===== src/logic/mss_cfg.svh =====
// constants of the multi-stage speed sequencer: offsets, fields, defaults
`ifndef MSS_CFG_SVH
`define MSS_CFG_SVH
// ==========================================================================
// register regions (byte address bits 9:6) and entries (bits 5:2)
`define MSS_REG_MISC 4'h0
`define MSS_REG_FREQ 4'h1
`define MSS_REG_ACCEL 4'h2
`define MSS_REG_DECEL 4'h3
`define MSS_REG_RUN 4'h4
`define MSS_REG_PAUSE 4'h5
`define MSS_MISC_CTRL 4'h0
`define MSS_MISC_CYCLE 4'h1
`define MSS_MISC_LIMITS 4'h2
`define MSS_MISC_DIR 4'h3
`define MSS_MISC_STATUS 4'h4
// ==========================================================================
// table sizes
`define MSS_NUM_STAGES 15
`define MSS_NUM_TIMED 8
// ==========================================================================
// setting codes
`define MSS_SRC_MULTISTAGE 4'h4
`define MSS_COMB_STAGE_FIRST 4'h4
`define MSS_TYPE_THREE 2'h0
`define MSS_TYPE_FIFTEEN 2'h1
`define MSS_TYPE_AUTO 2'h2
// ==========================================================================
// reset values and limits (frequency in 0.01 Hz, time in 0.1 s)
`define MSS_TYPE_DEFAULT 2'h1
`define MSS_STAGES_DEFAULT 4'h7
`define MSS_STAGES_MIN 4'h2
`define MSS_STAGES_MAX 4'h8
`define MSS_REPEAT_MAX 14'h270f
`define MSS_FREQ_STEP 16'h01f4
`define MSS_TIME_MIN 16'h0001
`define MSS_TIME_MAX 16'h7530
`define MSS_RUN_DEFAULT 16'h000a
`define MSS_MIN_FREQ_DEFAULT 16'h0000
`define MSS_MAX_FREQ_DEFAULT 16'h1388
`define MSS_RAMP_DEFAULT 16'h0064
// ==========================================================================
// clock and tick: 0.1 s resolution at a 100 ns clock
`define MSS_TICK_NS 100000000
`define MSS_CLOCK_NS 100
`endif


===== src/logic/mss_pkg.sv =====
// types shared by the multi-stage speed sequencer modules
package mss_pkg;
  // ========================================================================
  // cycling sequencer states
  typedef enum logic [1:0] {
    MSS_IDLE,
    MSS_RUN,
    MSS_PAUSE,
    MSS_HOLD
  } mss_state_t;
  typedef logic [15:0] mss_word_t;
endpackage


===== src/logic/mss_timer_if.sv =====
// load/tick/expiry bundle between the sequencer and one stage timer
`timescale 1ns/1ps
`default_nettype none
interface mss_timer_if;
  logic tick;
  logic load;
  logic [15:0] value;
  logic expired;
  modport owner(output tick, output load, output value, input expired);
  modport timer(input tick, input load, input value, output expired);
endinterface
`default_nettype wire


===== src/logic/mss_tick_gen.sv =====
// divider giving one-cycle pulses every tenth of a second
`timescale 1ns/1ps
`default_nettype none
module mss_tick_gen import mss_pkg::*; #(
  parameter int TICK_CYCLES = 1000000
) (
  input wire logic clock, // system clock
  input wire logic rst, // synchronous reset
  output logic tick // one-cycle pulse per period
);
  logic [31:0] count;
  // ==========================================================================
  // free-running divider; phase is not aligned to stage starts
  always_ff @(posedge clock) begin
    if (rst || count == 32'(TICK_CYCLES - 1)) begin
      count <= 32'h0000_0000;
    end else begin
      count <= count + 32'h0000_0001;
    end
  end
  always_ff @(posedge clock) begin
    tick <= !rst && (count == 32'(TICK_CYCLES - 1));
  end
endmodule
`default_nettype wire


===== src/logic/mss_stage_timer.sv =====
// down counter of tenths of a second for run and pause times
`timescale 1ns/1ps
`default_nettype none
module mss_stage_timer import mss_pkg::*; #(
  parameter int WIDTH = 16
) (
  input wire logic clock, // system clock
  input wire logic rst, // synchronous reset
  mss_timer_if.timer tif // load, value, tick, expiry
);
  logic [WIDTH-1:0] remain;
  // ==========================================================================
  // load wins over the tick so a fresh stage never loses a count
  always_ff @(posedge clock) begin
    if (rst) begin
      remain <= '0;
    end else if (tif.load) begin
      remain <= WIDTH'(tif.value);
    end else if (tif.tick && remain != '0) begin
      remain <= remain - 1'b1;
    end
  end
  assign tif.expired = (remain == '0);
endmodule
`default_nettype wire


===== src/logic/mss_sequencer.sv =====
// multi-stage speed selector and auto-cycling sequencer with Avalon-MM registers
//
// Design decisions made here: the placing of the registers and the Avalon-MM interface to the registers.
`timescale 1ns/1ps
`default_nettype none
`include "mss_cfg.svh"
module mss_sequencer import mss_pkg::*; #(
  parameter int TICK_CYCLES = (`MSS_TICK_NS + `MSS_CLOCK_NS - 1) / `MSS_CLOCK_NS,
  parameter logic [15:0] RAMP_DEFAULT = `MSS_RAMP_DEFAULT
) (
  input wire logic clock, // 10 MHz system clock
  input wire logic rst, // synchronous reset, active high
  input wire logic [9:0] avs_address, // byte address
  input wire logic avs_read, // read request
  input wire logic avs_write, // write request
  input wire logic [31:0] avs_writedata, // write data
  output logic [31:0] avs_readdata, // read data
  output logic avs_waitrequest, // stall until answer
  input wire logic run_cmd_pin, // run command, keypad or terminal
  input wire logic stop_key_pin, // keypad stop key
  input wire logic stop_term_pin, // stop terminal
  input wire logic [3:0] stage_sel_pin, // stage select terminals
  input wire logic flycatch_busy, // speed tracking catch in progress
  input wire logic [15:0] analog_ref, // analog frequency reference
  output logic drive_run, // drive to run
  output logic [15:0] target_freq, // target frequency, 0.01 Hz
  output logic drive_reverse, // reverse direction
  output logic [15:0] accel_time, // acceleration time, 0.1 s
  output logic [15:0] decel_time, // deceleration time, 0.1 s
  output logic [3:0] active_stage, // stage number 1..15, 0 for none
  output logic seq_running // cycling sequencer busy
);
  // ==========================================================================
  // settings
  logic [1:0] stage_speed_type;
  logic post_cycle_action;
  logic [3:0] main_frequency_source;
  logic [3:0] source_combination_select;
  logic [3:0] cycle_stage_count;
  logic [13:0] cycle_repeat_count;
  logic [15:0] min_frequency_limit;
  logic [15:0] max_frequency_limit;
  logic [14:0] stage_directions; // low 8 then high 7
  mss_word_t stage_frequency_table [`MSS_NUM_STAGES];
  mss_word_t stage_accel_times [`MSS_NUM_STAGES];
  mss_word_t stage_decel_times [`MSS_NUM_STAGES];
  mss_word_t stage_run_times [`MSS_NUM_TIMED];
  mss_word_t stage_pause_times [`MSS_NUM_TIMED];
  // sequencer state
  mss_state_t state, next_state;
  logic [2:0] seq_stage, next_stage;
  logic [13:0] cycles_done, next_done;
  logic run_latch;
  logic next_run_latch;
  // ==========================================================================
  // pin synchronisers: stage 1 is read only by stage 2
  logic [6:0] pin_meta;
  logic [6:0] pin_sync;
  logic run_prev;
  always_ff @(posedge clock) begin
    pin_meta <= {stage_sel_pin, stop_term_pin, stop_key_pin, run_cmd_pin};
    pin_sync <= pin_meta;
    run_prev <= rst ? 1'b0 : pin_sync[0];
  end
  logic run_ev;
  logic stop_ev;
  logic [3:0] sel_sync;
  assign run_ev = pin_sync[0] && !run_prev;
  assign stop_ev = pin_sync[1] || pin_sync[2];
  assign sel_sync = pin_sync[6:3];
  // ==========================================================================
  // mode decode
  logic seq_enable;
  logic auto_on;
  assign seq_enable = (main_frequency_source == `MSS_SRC_MULTISTAGE);
  assign auto_on = seq_enable && (stage_speed_type == `MSS_TYPE_AUTO);
  // manual stage selection: priority in three-stage, code in fifteen-stage
  logic [3:0] manual_idx;
  logic manual_hit;
  always_comb begin
    manual_idx = 4'h0;
    manual_hit = 1'b0;
    if (stage_speed_type == `MSS_TYPE_THREE) begin
      manual_hit = |sel_sync[2:0];
      if (sel_sync[0]) begin
        manual_idx = 4'h0;
      end else if (sel_sync[1]) begin
        manual_idx = 4'h1;
      end else begin
        manual_idx = 4'h2;
      end
    end else if (stage_speed_type == `MSS_TYPE_FIFTEEN) begin
      manual_hit = (sel_sync != 4'h0);
      manual_idx = sel_sync - 4'h1;
    end
  end
  // ==========================================================================
  // stage selection and limit clamp
  logic [3:0] stage_idx;
  logic use_stage;
  logic [15:0] raw_freq;
  logic [15:0] clamped_freq;
  logic [15:0] sel_freq;
  assign stage_idx = auto_on ? {1'b0, seq_stage} : manual_idx;
  // outside cycling, analog wins unless combination is 4 or no analog reference is given
  assign use_stage = auto_on || (seq_enable && manual_hit &&
    (source_combination_select == `MSS_COMB_STAGE_FIRST || analog_ref == 16'h0000));
  assign raw_freq = stage_frequency_table[stage_idx];
  assign clamped_freq = (raw_freq < min_frequency_limit) ? min_frequency_limit :
    (raw_freq > max_frequency_limit) ? max_frequency_limit : raw_freq;
  // in cycling the analog reference is never consulted
  assign sel_freq = use_stage ? clamped_freq : analog_ref;
  // ==========================================================================
  // timers: one tick source shared by run and pause counters
  logic tick;
  mss_timer_if run_tif();
  mss_timer_if pause_tif();
  mss_tick_gen #(.TICK_CYCLES(TICK_CYCLES)) u_tick (
    .clock(clock),
    .rst(rst),
    .tick(tick)
  );
  mss_stage_timer #(.WIDTH(16)) u_run_timer (
    .clock(clock),
    .rst(rst),
    .tif(run_tif)
  );
  mss_stage_timer #(.WIDTH(16)) u_pause_timer (
    .clock(clock),
    .rst(rst),
    .tif(pause_tif)
  );
  assign run_tif.tick = tick;
  assign pause_tif.tick = tick;
  // ==========================================================================
  // cycling state machine
  logic last_stage;
  logic [13:0] done_inc;
  assign last_stage = (seq_stage == 3'(cycle_stage_count - 4'h1));
  assign done_inc = cycles_done + 14'h0001;
  always_comb begin
    next_state = state;
    next_stage = seq_stage;
    next_done = cycles_done;
    run_tif.load = 1'b0;
    run_tif.value = stage_run_times[0];
    pause_tif.load = 1'b0;
    pause_tif.value = stage_pause_times[seq_stage];
    if (!auto_on || stop_ev) begin
      next_state = MSS_IDLE;
    end else if (!flycatch_busy) begin
      unique case (state)
        MSS_IDLE: begin
          if (run_ev) begin
            next_state = MSS_RUN;
            next_stage = 3'h0;
            next_done = 14'h0000;
            run_tif.load = 1'b1;
          end
        end
        MSS_RUN: begin
          if (run_tif.expired) begin
            next_state = MSS_PAUSE;
            pause_tif.load = 1'b1;
          end
        end
        MSS_PAUSE: begin
          if (pause_tif.expired && run_tif.expired) begin
            if (last_stage) begin
              next_done = done_inc;
              if (cycle_repeat_count != 14'h0000 && done_inc == cycle_repeat_count) begin
                next_state = post_cycle_action ? MSS_HOLD : MSS_IDLE;
              end else begin
                next_state = MSS_RUN;
                next_stage = 3'h0;
                run_tif.load = 1'b1;
              end
            end else begin
              next_state = MSS_RUN;
              next_stage = seq_stage + 3'h1;
              run_tif.value = stage_run_times[seq_stage + 3'h1];
              run_tif.load = 1'b1;
            end
          end
        end
        MSS_HOLD: begin
          next_state = MSS_HOLD;
        end
      endcase
    end
  end
  // manual modes run from a latch set by run and cleared by stop
  assign next_run_latch = stop_ev ? 1'b0 : (run_ev ? 1'b1 : run_latch);
  always_ff @(posedge clock) begin
    if (rst) begin
      state <= MSS_IDLE;
      seq_stage <= 3'h0;
      cycles_done <= 14'h0000;
      run_latch <= 1'b0;
    end else begin
      state <= next_state;
      seq_stage <= next_stage;
      cycles_done <= next_done;
      run_latch <= next_run_latch;
    end
  end
  // ==========================================================================
  // drive outputs; frozen while a catch is running so the ramp keeps its goal
  logic next_drive_run;
  assign next_drive_run = auto_on ? (next_state == MSS_RUN || next_state == MSS_HOLD)
    : run_latch;
  always_ff @(posedge clock) begin
    if (rst) begin
      drive_run <= 1'b0;
      target_freq <= 16'h0000;
      drive_reverse <= 1'b0;
      accel_time <= RAMP_DEFAULT;
      decel_time <= RAMP_DEFAULT;
      active_stage <= 4'h0;
      seq_running <= 1'b0;
    end else if (!flycatch_busy) begin
      drive_run <= next_drive_run;
      target_freq <= sel_freq;
      drive_reverse <= use_stage && stage_directions[stage_idx];
      accel_time <= use_stage ? stage_accel_times[stage_idx] : RAMP_DEFAULT;
      decel_time <= use_stage ? stage_decel_times[stage_idx] : RAMP_DEFAULT;
      active_stage <= use_stage ? stage_idx + 4'h1 : 4'h0;
      seq_running <= (next_state != MSS_IDLE);
    end
  end
  // ==========================================================================
  // Avalon-MM decode: one wait cycle, write lands when waitrequest is low
  logic [3:0] region;
  logic [3:0] entry;
  logic bus_req;
  logic wr_fire;
  logic entry_ok15;
  logic entry_ok8;
  logic [15:0] wd_lo;
  logic [15:0] wd_time;
  logic [15:0] wd_pause;
  logic [3:0] wd_stages;
  logic [31:0] rd_word;
  assign region = avs_address[9:6];
  assign entry = avs_address[5:2];
  assign bus_req = avs_read || avs_write;
  assign wr_fire = avs_write && !avs_waitrequest;
  assign entry_ok15 = (entry < 4'(`MSS_NUM_STAGES));
  assign entry_ok8 = (entry < 4'(`MSS_NUM_TIMED));
  assign wd_lo = avs_writedata[15:0];
  // out-of-range settings are pulled to the nearest legal value
  assign wd_time = (wd_lo < `MSS_TIME_MIN) ? `MSS_TIME_MIN :
    (wd_lo > `MSS_TIME_MAX) ? `MSS_TIME_MAX : wd_lo;
  assign wd_pause = (wd_lo > `MSS_TIME_MAX) ? `MSS_TIME_MAX : wd_lo;
  assign wd_stages = (avs_writedata[3:0] < `MSS_STAGES_MIN) ? `MSS_STAGES_MIN :
    (avs_writedata[3:0] > `MSS_STAGES_MAX) ? `MSS_STAGES_MAX : avs_writedata[3:0];
  // read mux; unmapped addresses read zero
  always_comb begin
    rd_word = 32'h0000_0000;
    unique case (region)
      `MSS_REG_MISC: begin
        unique case (entry)
          `MSS_MISC_CTRL: rd_word = {16'h0000, source_combination_select,
            main_frequency_source, 3'h0, post_cycle_action, 2'h0, stage_speed_type};
          `MSS_MISC_CYCLE: rd_word = {2'h0, cycle_repeat_count, 12'h000, cycle_stage_count};
          `MSS_MISC_LIMITS: rd_word = {max_frequency_limit, min_frequency_limit};
          `MSS_MISC_DIR: rd_word = {17'h0_0000, stage_directions};
          `MSS_MISC_STATUS: rd_word = {2'h0, cycles_done, 7'h00, seq_running,
            1'b0, seq_stage, 2'h0, state};
          default: rd_word = 32'h0000_0000;
        endcase
      end
      `MSS_REG_FREQ: rd_word = entry_ok15 ? {16'h0000, stage_frequency_table[entry]} : '0;
      `MSS_REG_ACCEL: rd_word = entry_ok15 ? {16'h0000, stage_accel_times[entry]} : '0;
      `MSS_REG_DECEL: rd_word = entry_ok15 ? {16'h0000, stage_decel_times[entry]} : '0;
      `MSS_REG_RUN: rd_word = entry_ok8 ? {16'h0000, stage_run_times[entry[2:0]]} : '0;
      `MSS_REG_PAUSE: rd_word = entry_ok8 ? {16'h0000, stage_pause_times[entry[2:0]]} : '0;
      default: rd_word = 32'h0000_0000;
    endcase
  end
  // waitrequest drops for exactly one cycle per request
  always_ff @(posedge clock) begin
    if (rst) begin
      avs_waitrequest <= 1'b1;
      avs_readdata <= 32'h0000_0000;
    end else begin
      avs_waitrequest <= !(bus_req && avs_waitrequest);
      avs_readdata <= rd_word;
    end
  end
  // ==========================================================================
  // scalar settings
  always_ff @(posedge clock) begin
    if (rst) begin
      stage_speed_type <= `MSS_TYPE_DEFAULT;
      post_cycle_action <= 1'b0;
      main_frequency_source <= 4'h0;
      source_combination_select <= 4'h0;
      cycle_stage_count <= `MSS_STAGES_DEFAULT;
      cycle_repeat_count <= 14'h0000;
      min_frequency_limit <= `MSS_MIN_FREQ_DEFAULT;
      max_frequency_limit <= `MSS_MAX_FREQ_DEFAULT;
      stage_directions <= 15'h0000;
    end else if (wr_fire && region == `MSS_REG_MISC) begin
      if (entry == `MSS_MISC_CTRL) begin
        stage_speed_type <= avs_writedata[1:0];
        post_cycle_action <= avs_writedata[4];
        main_frequency_source <= avs_writedata[11:8];
        source_combination_select <= avs_writedata[15:12];
      end
      if (entry == `MSS_MISC_CYCLE) begin
        cycle_stage_count <= wd_stages;
        cycle_repeat_count <= (avs_writedata[29:16] > `MSS_REPEAT_MAX) ?
          `MSS_REPEAT_MAX : avs_writedata[29:16];
      end
      if (entry == `MSS_MISC_LIMITS) begin
        min_frequency_limit <= avs_writedata[15:0];
        max_frequency_limit <= avs_writedata[31:16];
      end
      if (entry == `MSS_MISC_DIR) begin
        stage_directions <= avs_writedata[14:0];
      end
    end
  end
  // ==========================================================================
  // stage tables; frequency defaults step by 5 Hz, restarting at stage 9
  genvar gi;
  generate
    for (gi = 0; gi < `MSS_NUM_STAGES; gi++) begin : g_stage
      localparam logic [15:0] FREQ_DEF = (gi < `MSS_NUM_TIMED) ?
        16'((gi + 1) * `MSS_FREQ_STEP) : 16'((gi - `MSS_NUM_TIMED + 1) * `MSS_FREQ_STEP);
      logic hit;
      assign hit = wr_fire && entry == 4'(gi);
      always_ff @(posedge clock) begin
        if (rst) begin
          stage_frequency_table[gi] <= FREQ_DEF;
          stage_accel_times[gi] <= RAMP_DEFAULT;
          stage_decel_times[gi] <= RAMP_DEFAULT;
        end else begin
          if (hit && region == `MSS_REG_FREQ) stage_frequency_table[gi] <= wd_lo;
          if (hit && region == `MSS_REG_ACCEL) stage_accel_times[gi] <= wd_time;
          if (hit && region == `MSS_REG_DECEL) stage_decel_times[gi] <= wd_time;
        end
      end
      if (gi < `MSS_NUM_TIMED) begin : g_timed
        always_ff @(posedge clock) begin
          if (rst) begin
            stage_run_times[gi] <= `MSS_RUN_DEFAULT;
            stage_pause_times[gi] <= 16'h0000;
          end else begin
            if (hit && region == `MSS_REG_RUN) stage_run_times[gi] <= wd_time;
            if (hit && region == `MSS_REG_PAUSE) stage_pause_times[gi] <= wd_pause;
          end
        end
      end
    end
  endgenerate
endmodule
`default_nettype wire


===== config.mk =====
export PLATFORM = sky130hd
export DESIGN_NAME = mss_sequencer
export DESIGN_NICKNAME = d
export VERILOG_FILES = /design/src/logic/mss_pkg.sv /design/src/logic/mss_timer_if.sv /design/src/logic/mss_tick_gen.sv /design/src/logic/mss_stage_timer.sv /design/src/logic/mss_sequencer.sv
export VERILOG_INCLUDE_DIRS = /design/src /design/src/logic
export SDC_FILE = /design/constraint.sdc
export NUM_CORES = 2
export LEC_CHECK = 0
export ABC_AREA = 1
export BUFFER_PORTS_ARGS = -buffer_cell sky130_fd_sc_hd__buf_2
export CORE_MARGIN = 3
export CORE_UTILIZATION = 37
export DETAILED_ROUTE_END_ITERATION = 8
export PLACE_DENSITY_LB_ADDON = 0.12
export SLEW_MARGIN = 20
export SYNTH_ARGS = -nofsm -noshare
export SYNTH_HDL_FRONTEND = slang
export SYNTH_SLANG_ARGS = --single-unit

===== constraint.sdc =====
create_clock -name clock -period 9.45 [get_ports clock]
set_input_delay 0.945 -clock clock [delete_from_list [all_inputs] [get_ports clock]]
set_output_delay 0.945 -clock clock [all_outputs]
set_load 0.02 [all_outputs]

# After elaboration in Yosys (flattened, before gate mapping)
# Memories as Yosys holds them, arrays and structs flattened. A register that Yosys moved wholly into a read port is not among the register bits.
# Cells that the tools add are included.
[word_totals]
mem_count = 5
mem_bits_ro = 0
register_bits = 264
out_inout_bits = 88
elab_cells = 588
input_bits = 70
latch_bits = 0
ramBits = 976
[memory_table]
columns = ["memory", "words", "width", "read_ports", "rd_ports_with_merged_regs", "wr", "line", "source"]
rows = [
  ["stage_accel_times", 15, 16, 2, 0, 15, "mss_sequencer.sv:45", "mss_word_t stage_accel_times [`MSS_NUM_STAGES];"],
  ["stage_decel_times", 15, 16, 2, 0, 15, "mss_sequencer.sv:46", "mss_word_t stage_decel_times [`MSS_NUM_STAGES];"],
  ["stage_frequency_table", 15, 16, 2, 0, 15, "mss_sequencer.sv:44", "mss_word_t stage_frequency_table [`MSS_NUM_STAGES];"],
  ["stage_pause_times", 8, 16, 2, 1, 8, "mss_sequencer.sv:48", "mss_word_t stage_pause_times [`MSS_NUM_TIMED];"],
  ["stage_run_times", 8, 16, 3, 0, 8, "mss_sequencer.sv:47", "mss_word_t stage_run_times [`MSS_NUM_TIMED];"],
]
[op_classes]
multipliers = 0
n_eq_ne = 35
n_bitwise = 63
div_mod_pow = 0
add_sub_neg = 8
order_cmp = 10
shifts = 0
n_mux = 314
reduce_logical = 124
[ops]
columns = ["cell", "n"]
rows = [
  ["$mux 16", 82],
  ["$mux 1", 199],
  ["$pmux 32 s6", 1],
  ["$pmux 32 s5", 1],
  ["$logic_and 1x1->1", 89],
  ["$or 1x1->1", 61],
  ["$mux 14", 4],
  ["$logic_not 16->1", 3],
  ["$add 32x1->32 const B", 1],
  ["$eq 32x20->1 const B", 1],
  ["$eq 4x3->1 const B", 8],
  ["$reduce_bool 16->1", 2],
  ["$sub 16x1->16 const B", 2],
  ["$eq 4x4->1 const B", 7],
  ["$pmux 14 s2", 1],
  ["$mux 4", 6],
  ["$mux 2", 10],
  ["$mux 3", 6],
  ["$eq 4x2->1 const B", 4],
  ["$gt 16x15->1 const B", 1],
  ["$gt 16x16->1", 1],
  ["$lt 16x1->1 const B", 1],
  ["$lt 16x16->1", 1],
  ["$add 14x1->14 const B", 1],
  ["other kinds (32)", 61],
]

# Logic depth before layout (Yosys ltp)
[depth]
word_depth = 12
mapped_depth = 31
depth_no_buf = 27

# By module
# Synthesis repeated with hierarchy kept, for this count alone.
[unflattened]
cells_unflattened = 7532
area_unflattened_um2 = 64575.7
[modules_own_cells]
columns = ["mod", "n_inst", "cells_per_inst", "seq_area_each_um2", "area_each_um2"]
rows = [
  ["mss_sequencer", 1, 6780, 33352.0, 60157.7],
  ["mss_stage_timer", 2, 220, 320.3, 1206.2],
  ["mss_tick_gen", 1, 312, 660.6, 2005.7],
]

# Worst setup path after synthesis
# No wires, ideal clock.
[synth_path]
path_kind = "input to register"
startpoint = "in avs_address[6]"
endpoint = "mem stage_pause_times[0][0] (netlist name) (enable)"
arrival_ps = 3658
cell_stages = 6
n_path_buf = 2
setup_slack_ps = 5381
required_ps = 9039
setup_time_ps = 411
path_cell_list = "inv_1 -> nor4_1 -> clkbuf_1 -> clkbuf_1 -> inv_1 -> o21ai_0"
[synth_rtl]
columns = ["element", "line", "source"]
rows = [
  ["start: declaration", "mss_sequencer.sv:13", "input wire logic [9:0] avs_address,"],
  ["end: declaration", "mss_sequencer.sv:48", ""],
]

# Worst setup path in the final report
[layout_path]
startpoint = "reg stage_speed_type[1]"
endpoint = "reg target_freq[9]"
[layout_via]
elab_chain_cells = 9
elab_cells_between_ends = 18
cone_classes = "order compare (2); eq/ne (2); mux (8); reduce/logical (5); memory (1)"
[layout_rtl]
columns = ["element", "line", "source"]
rows = [
  ["start: declaration", "mss_sequencer.sv:35", "logic [1:0] stage_speed_type;"],
  ["start signal: assignment", "mss_sequencer.sv:295", "stage_speed_type <= `MSS_TYPE_DEFAULT;"],
  ["start signal: assignment", "mss_sequencer.sv:306", "stage_speed_type <= avs_writedata[1:0];"],
  ["$eq 2x1->1 (no source line)", "n/a", ""],
  ["$mux 4", "mss_sequencer.sv:92", "end else if (stage_speed_type == `MSS_TYPE_FIFTEEN) begin"],
  ["$mux 4", "mss_sequencer.sv:83", "if (stage_speed_type == `MSS_TYPE_THREE) begin"],
  ["$mux 4", "mss_sequencer.sv:104", "assign stage_idx = auto_on ? {1'b0, seq_stage} : manual_idx;"],
  ["$mem_v2 15x16", "n/a", ""],
  ["$gt 16x16->1", "mss_sequencer.sv:110", "(raw_freq > max_frequency_limit) ? max_frequency_limit : raw_freq;"],
  ["$mux 16", "mss_sequencer.sv:110", ""],
  ["$mux 16", "mss_sequencer.sv:109", "assign clamped_freq = (raw_freq < min_frequency_limit) ? min_frequency_limit :"],
  ["$mux 16 *", "mss_sequencer.sv:112", "assign sel_freq = use_stage ? clamped_freq : analog_ref;"],
  ["end signal: assignment", "mss_sequencer.sv:223", "target_freq <= sel_freq;"],
  ["end: declaration", "mss_sequencer.sv:26", "output logic [15:0] target_freq,"],
]
# Mark *: on every way between the ends. The rest lies on a longest branch, timed or not.
# A chain may end at the register's enable or synchronous reset.

==> flow_metrics.py <==
metrics = {
    "pwr": {
        "power.density_mw_per_mm2": 185.5,
        "p_leak_nw": 25.36,
        "ir_drop_mv": 0.1845,
    },
    "logic_synthesis": {
        "ys.warnings.count": 0,
        "synthFlopType": "edfxtp_1",
        "syn_area_per_cell_sq_um": 8.748,
        "synth_compound_area_frac": 0.1784,
        "synth_fa_ha_area_frac": 0.007863,
        "yosys.area_share.simple": 0.1935,
        "synth-async-reset-ratio": 0,
        "yosysSeqAreaShare": 0.5445,
        "synthMuxAreaShare": 0,
        "syn-cell-area_sq_mm": 0.06365,
        "synth_xor_area_frac": 0.007097,
        "synth_edf_count": 976,
        "netlist_instances": 7276,
        "ys_types": 64,
        "ys_ff_latch": 1243,
        "synth_top_family_by_area": "simple AND/OR/NAND/NOR gates",
    },
    "placement": {
        "gp_congestion": 0.8988,
        "placed_area_sq_mm": 0.06654,
        "portBuffers": 155,
        "hpwl_um": 159800,
    },
    "clock_network": {
        "tritoncts": "built",
        "hold_buffers": 0,
        "htree_levels": 4,
        "cts_buffers": 147,
        "cts-root-buf": "clkbuf_16",
        "clk_pin_slew_worst_paths_ps": 50,
        "clk_path_buf_depth": 3,
        "post_cts_resized": 0,
        "clk-insertion-delay-late_ps": 800,
        "cts_setup_buffers": 0,
        "cts_sinks": 1243,
    },
    "layout": {
        "area.growth.synth_to_final_pct": 12.08,
        "drive_above_1_share": 0.08427,
        "layout_common_cells": "1172 x nand2_1, 1058 x nor2_1, 976 x edfxtp_1",
        "fin_area_sq_mm": 0.07133,
        "nNetsFinal": 7289,
        "ff_latch_area_sq_mm": 0.03466,
        "fill_cells": 16740,
        "multiInputGateArea_sq_mm": 0.02509,
        "final_common_cell": "nand2_1",
    },
    "floorplanning": {
        "die_x_um": 420.8,
        "fp-row-count": 151,
        "die_area_sq_mm": 0.1770,
        "core_area_sq_mm": 0.1702,
        "initial_utilization": 0.3739,
        "num_io_pins": 158,
        "die_h_um": 420.8,
    },
    "global_route": {
        "grt_pass1_wl_um": 370200,
        "grt_max_degree": 245,
        "first_global_vias": 53280,
        "grtUsageTotal": 0.2846,
        "antenna_found_initial": 6,
        "overflow": 0,
    },
    "setup_path": {
        "crit_family": "simple AND/OR/NAND/NOR gates",
        "crit_arrival_ps": 7110,
        "cp_max_fo": 80,
        "endpoint_kind": "register",
        "crit_chain": "inv_2 > nor2_4 > nand3_4 > nand2_1 > nand2_8 > inv_4 > buf_4 > buf_4 > a21oi_1 > o211ai_1 > nand3_1 > nand2_1 > ha_1 > nand2_1 > nor3_1 > nand2_1 > a22oi_1 > buf_4 > nand2_1 > o21ai_0 > nand2_1 > nand3_1 > a21oi_1",
        "worst_ep_required_time_ps": 10090,
        "cp-start-kind": "register",
        "path_class": "reg2reg",
        "cp_slowest_cell": "a22oi_1",
        "critical_path_buf_inv_count": 5,
        "cpMostUsedCell": "nand2_1",
        "slowest_delay_ps": 720,
    },
    "timing": {
        "final.setup.tns_ps": 0,
        "slew_viol_final": 0,
        "worst_pin_slew_ps": 1316,
        "timing.slew.headroom": 0.1228,
        "finalClockSkew_ps": 30.06,
        "fmax_ghz": 0.1547,
        "setup_viol": 0,
        "period_needed_ps": 6464,
        "hold_viol": 0,
        "min_period_over_period": 0.6841,
        "rsz0062_at_grt": "false",
    },
    "routing": {
        "drt-wirelength-per-cell_um": 26.92,
        "wl_um": 258300,
        "ant_nets": 0,
        "vias": 56390,
        "drc": 0,
        "vias_per_cell": 5.877,
        "drt_iter0_markers": 7155,
        "drt_pre_antenna_iters": 6,
    },
    "outcome": {
        "run_status": "completed",
    },
    "flow_run": {
        "max-cap-violations": 0,
    },
    "min_path": {
        "hp-class": "in2reg",
    },
}
[kinds of logic (layout without fill, tap and decap cells)]
family,Yosys count,count (layout)
adder cells (fa/ha/maj),40,40
buffers and inverters,1129,1106
other,1,48
flip-flops,1243,1243
AND/OR/NAND/NOR,2980,2980
AO/OA/AOI/OAI,1833,1833
XOR/XNOR,50,50
[final timing paths]
check                                                       from                     endpoint  slack [ps]  cells past startpoint
worst max-delay path            stage_speed_type[1]$_SDFFE_PP0P_  target_freq[9]$_SDFFE_PP0N_        2990                     23
worst min-delay path                            stage_sel_pin[3]          pin_meta[6]$_DFF_P_         260                      1
worst max register to register  stage_speed_type[1]$_SDFFE_PP0P_  target_freq[9]$_SDFFE_PP0N_        2990                     23
worst min register to register               pin_meta[0]$_DFF_P_          pin_sync[0]$_DFF_P_         330                      0
[power by group]
part           internal (mW)  total [mW]  leakage [nW]  switching [mW]
clock                   3.32        5.70          2.37            2.38
sequential              6.02        6.08          11.5          0.0642
combinational          0.345        1.46          11.5            1.11
total                   9.68        13.2          25.4            3.56
[synthesized netlist by cell type, types with 9 or more instances]
library cell	instances	share of area
a211oi_1	26	0.0031
a21oi_1	411	0.032
a221oi_1	73	0.010
a22o_1	38	0.0052
a22oi_1	177	0.021
a2bb2oi_1	10	0.0014
a31oi_1	76	0.0075
buf_1	38	0.0022
buf_2	66	0.0052
clkbuf_1	465	0.027
clkinv_1	38	0.0022
dfxtp_1	267	0.084
edfxtp_1	976	0.46
ha_1	40	0.0079
inv_1	502	0.030
inv_2	13	0.00077
nand2_1	1182	0.070
nand3_1	567	0.045
nand4_1	25	0.0025
nor2_1	1074	0.063
nor3_1	52	0.0041
nor4_1	25	0.0025
o2111ai_1	27	0.0037
o211ai_1	264	0.031
o21ai_0	611	0.048
o21ai_1	12	0.00094
o221ai_1	21	0.0029
o22ai_1	30	0.0029
o311ai_0	15	0.0021
o31ai_1	9	0.0011
or2_2	11	0.0011
xnor2_1	21	0.0029
xor2_1	28	0.0039
[state kept, by name, indices dropped and copies added (netlist names), 14 cells and up, named ones only]
signal                 count
max_frequency_limit       16
u_tick.count              32
avs_readdata              32
stage_decel_times        240
u_pause_timer.remain      16
cycles_done               14
min_frequency_limit       16
u_run_timer.remain        16
stage_run_times          128
stage_directions          15
stage_accel_times        240
stage_frequency_table    240
target_freq               16
accel_time                16
decel_time                16
stage_pause_times        128
cycle_repeat_count        14
[final cells by class]
cell class,count,area share
multi-input combinational,4949,0.3517
clock buffer,207,0.05988
inverter,553,0.02927
sequential,1243,0.4858
clock inverter,61,0.007279
timing repair buffer,285,0.02568
antenna,2,0.00007016
tap,2295,0.04025
[per-stage QoR]
stage                     power (mW)  hold WS, ps  cells    util  setup WS (ps)
final                          13.24        262.1   9595  0.4191           2986
after global routing           13.63        220.5   9593  0.4190           2551
after CTS                      13.28        193.6   9593  0.4190           3092
after detailed placement       7.616        314.4   9325  0.3909           3111
after global placement         7.603        315.0   9325  0.3908           3154
after floorplan                7.020        309.6   7321       -           5381
[per-layer routing]
metal  vias up  global-route usage  share of wire
met2      2911              0.4355           0.44
met3       592             0.04816          0.087
li1      25300                   -              -
met4         8              0.1457          0.054
met5         -                   0        0.00021
met1     27580              0.3883           0.42
[worst reg2reg max path, cell delays in order, from the launching register on]
cell,delay (ps)
dfxtp_1,450
inv_2,90
nor2_4,170
nand3_4,180
nand2_1,220
nand2_8,410
inv_4,580
buf_4,560
buf_4,650
a21oi_1,160
o211ai_1,150
nand3_1,240
nand2_1,330
ha_1,190
nand2_1,60
nor3_1,300
nand2_1,90
a22oi_1,720
buf_4,350
nand2_1,70
o21ai_0,70
nand2_1,70
nand3_1,110
a21oi_1,80
(Power assumes the default switching activity.)
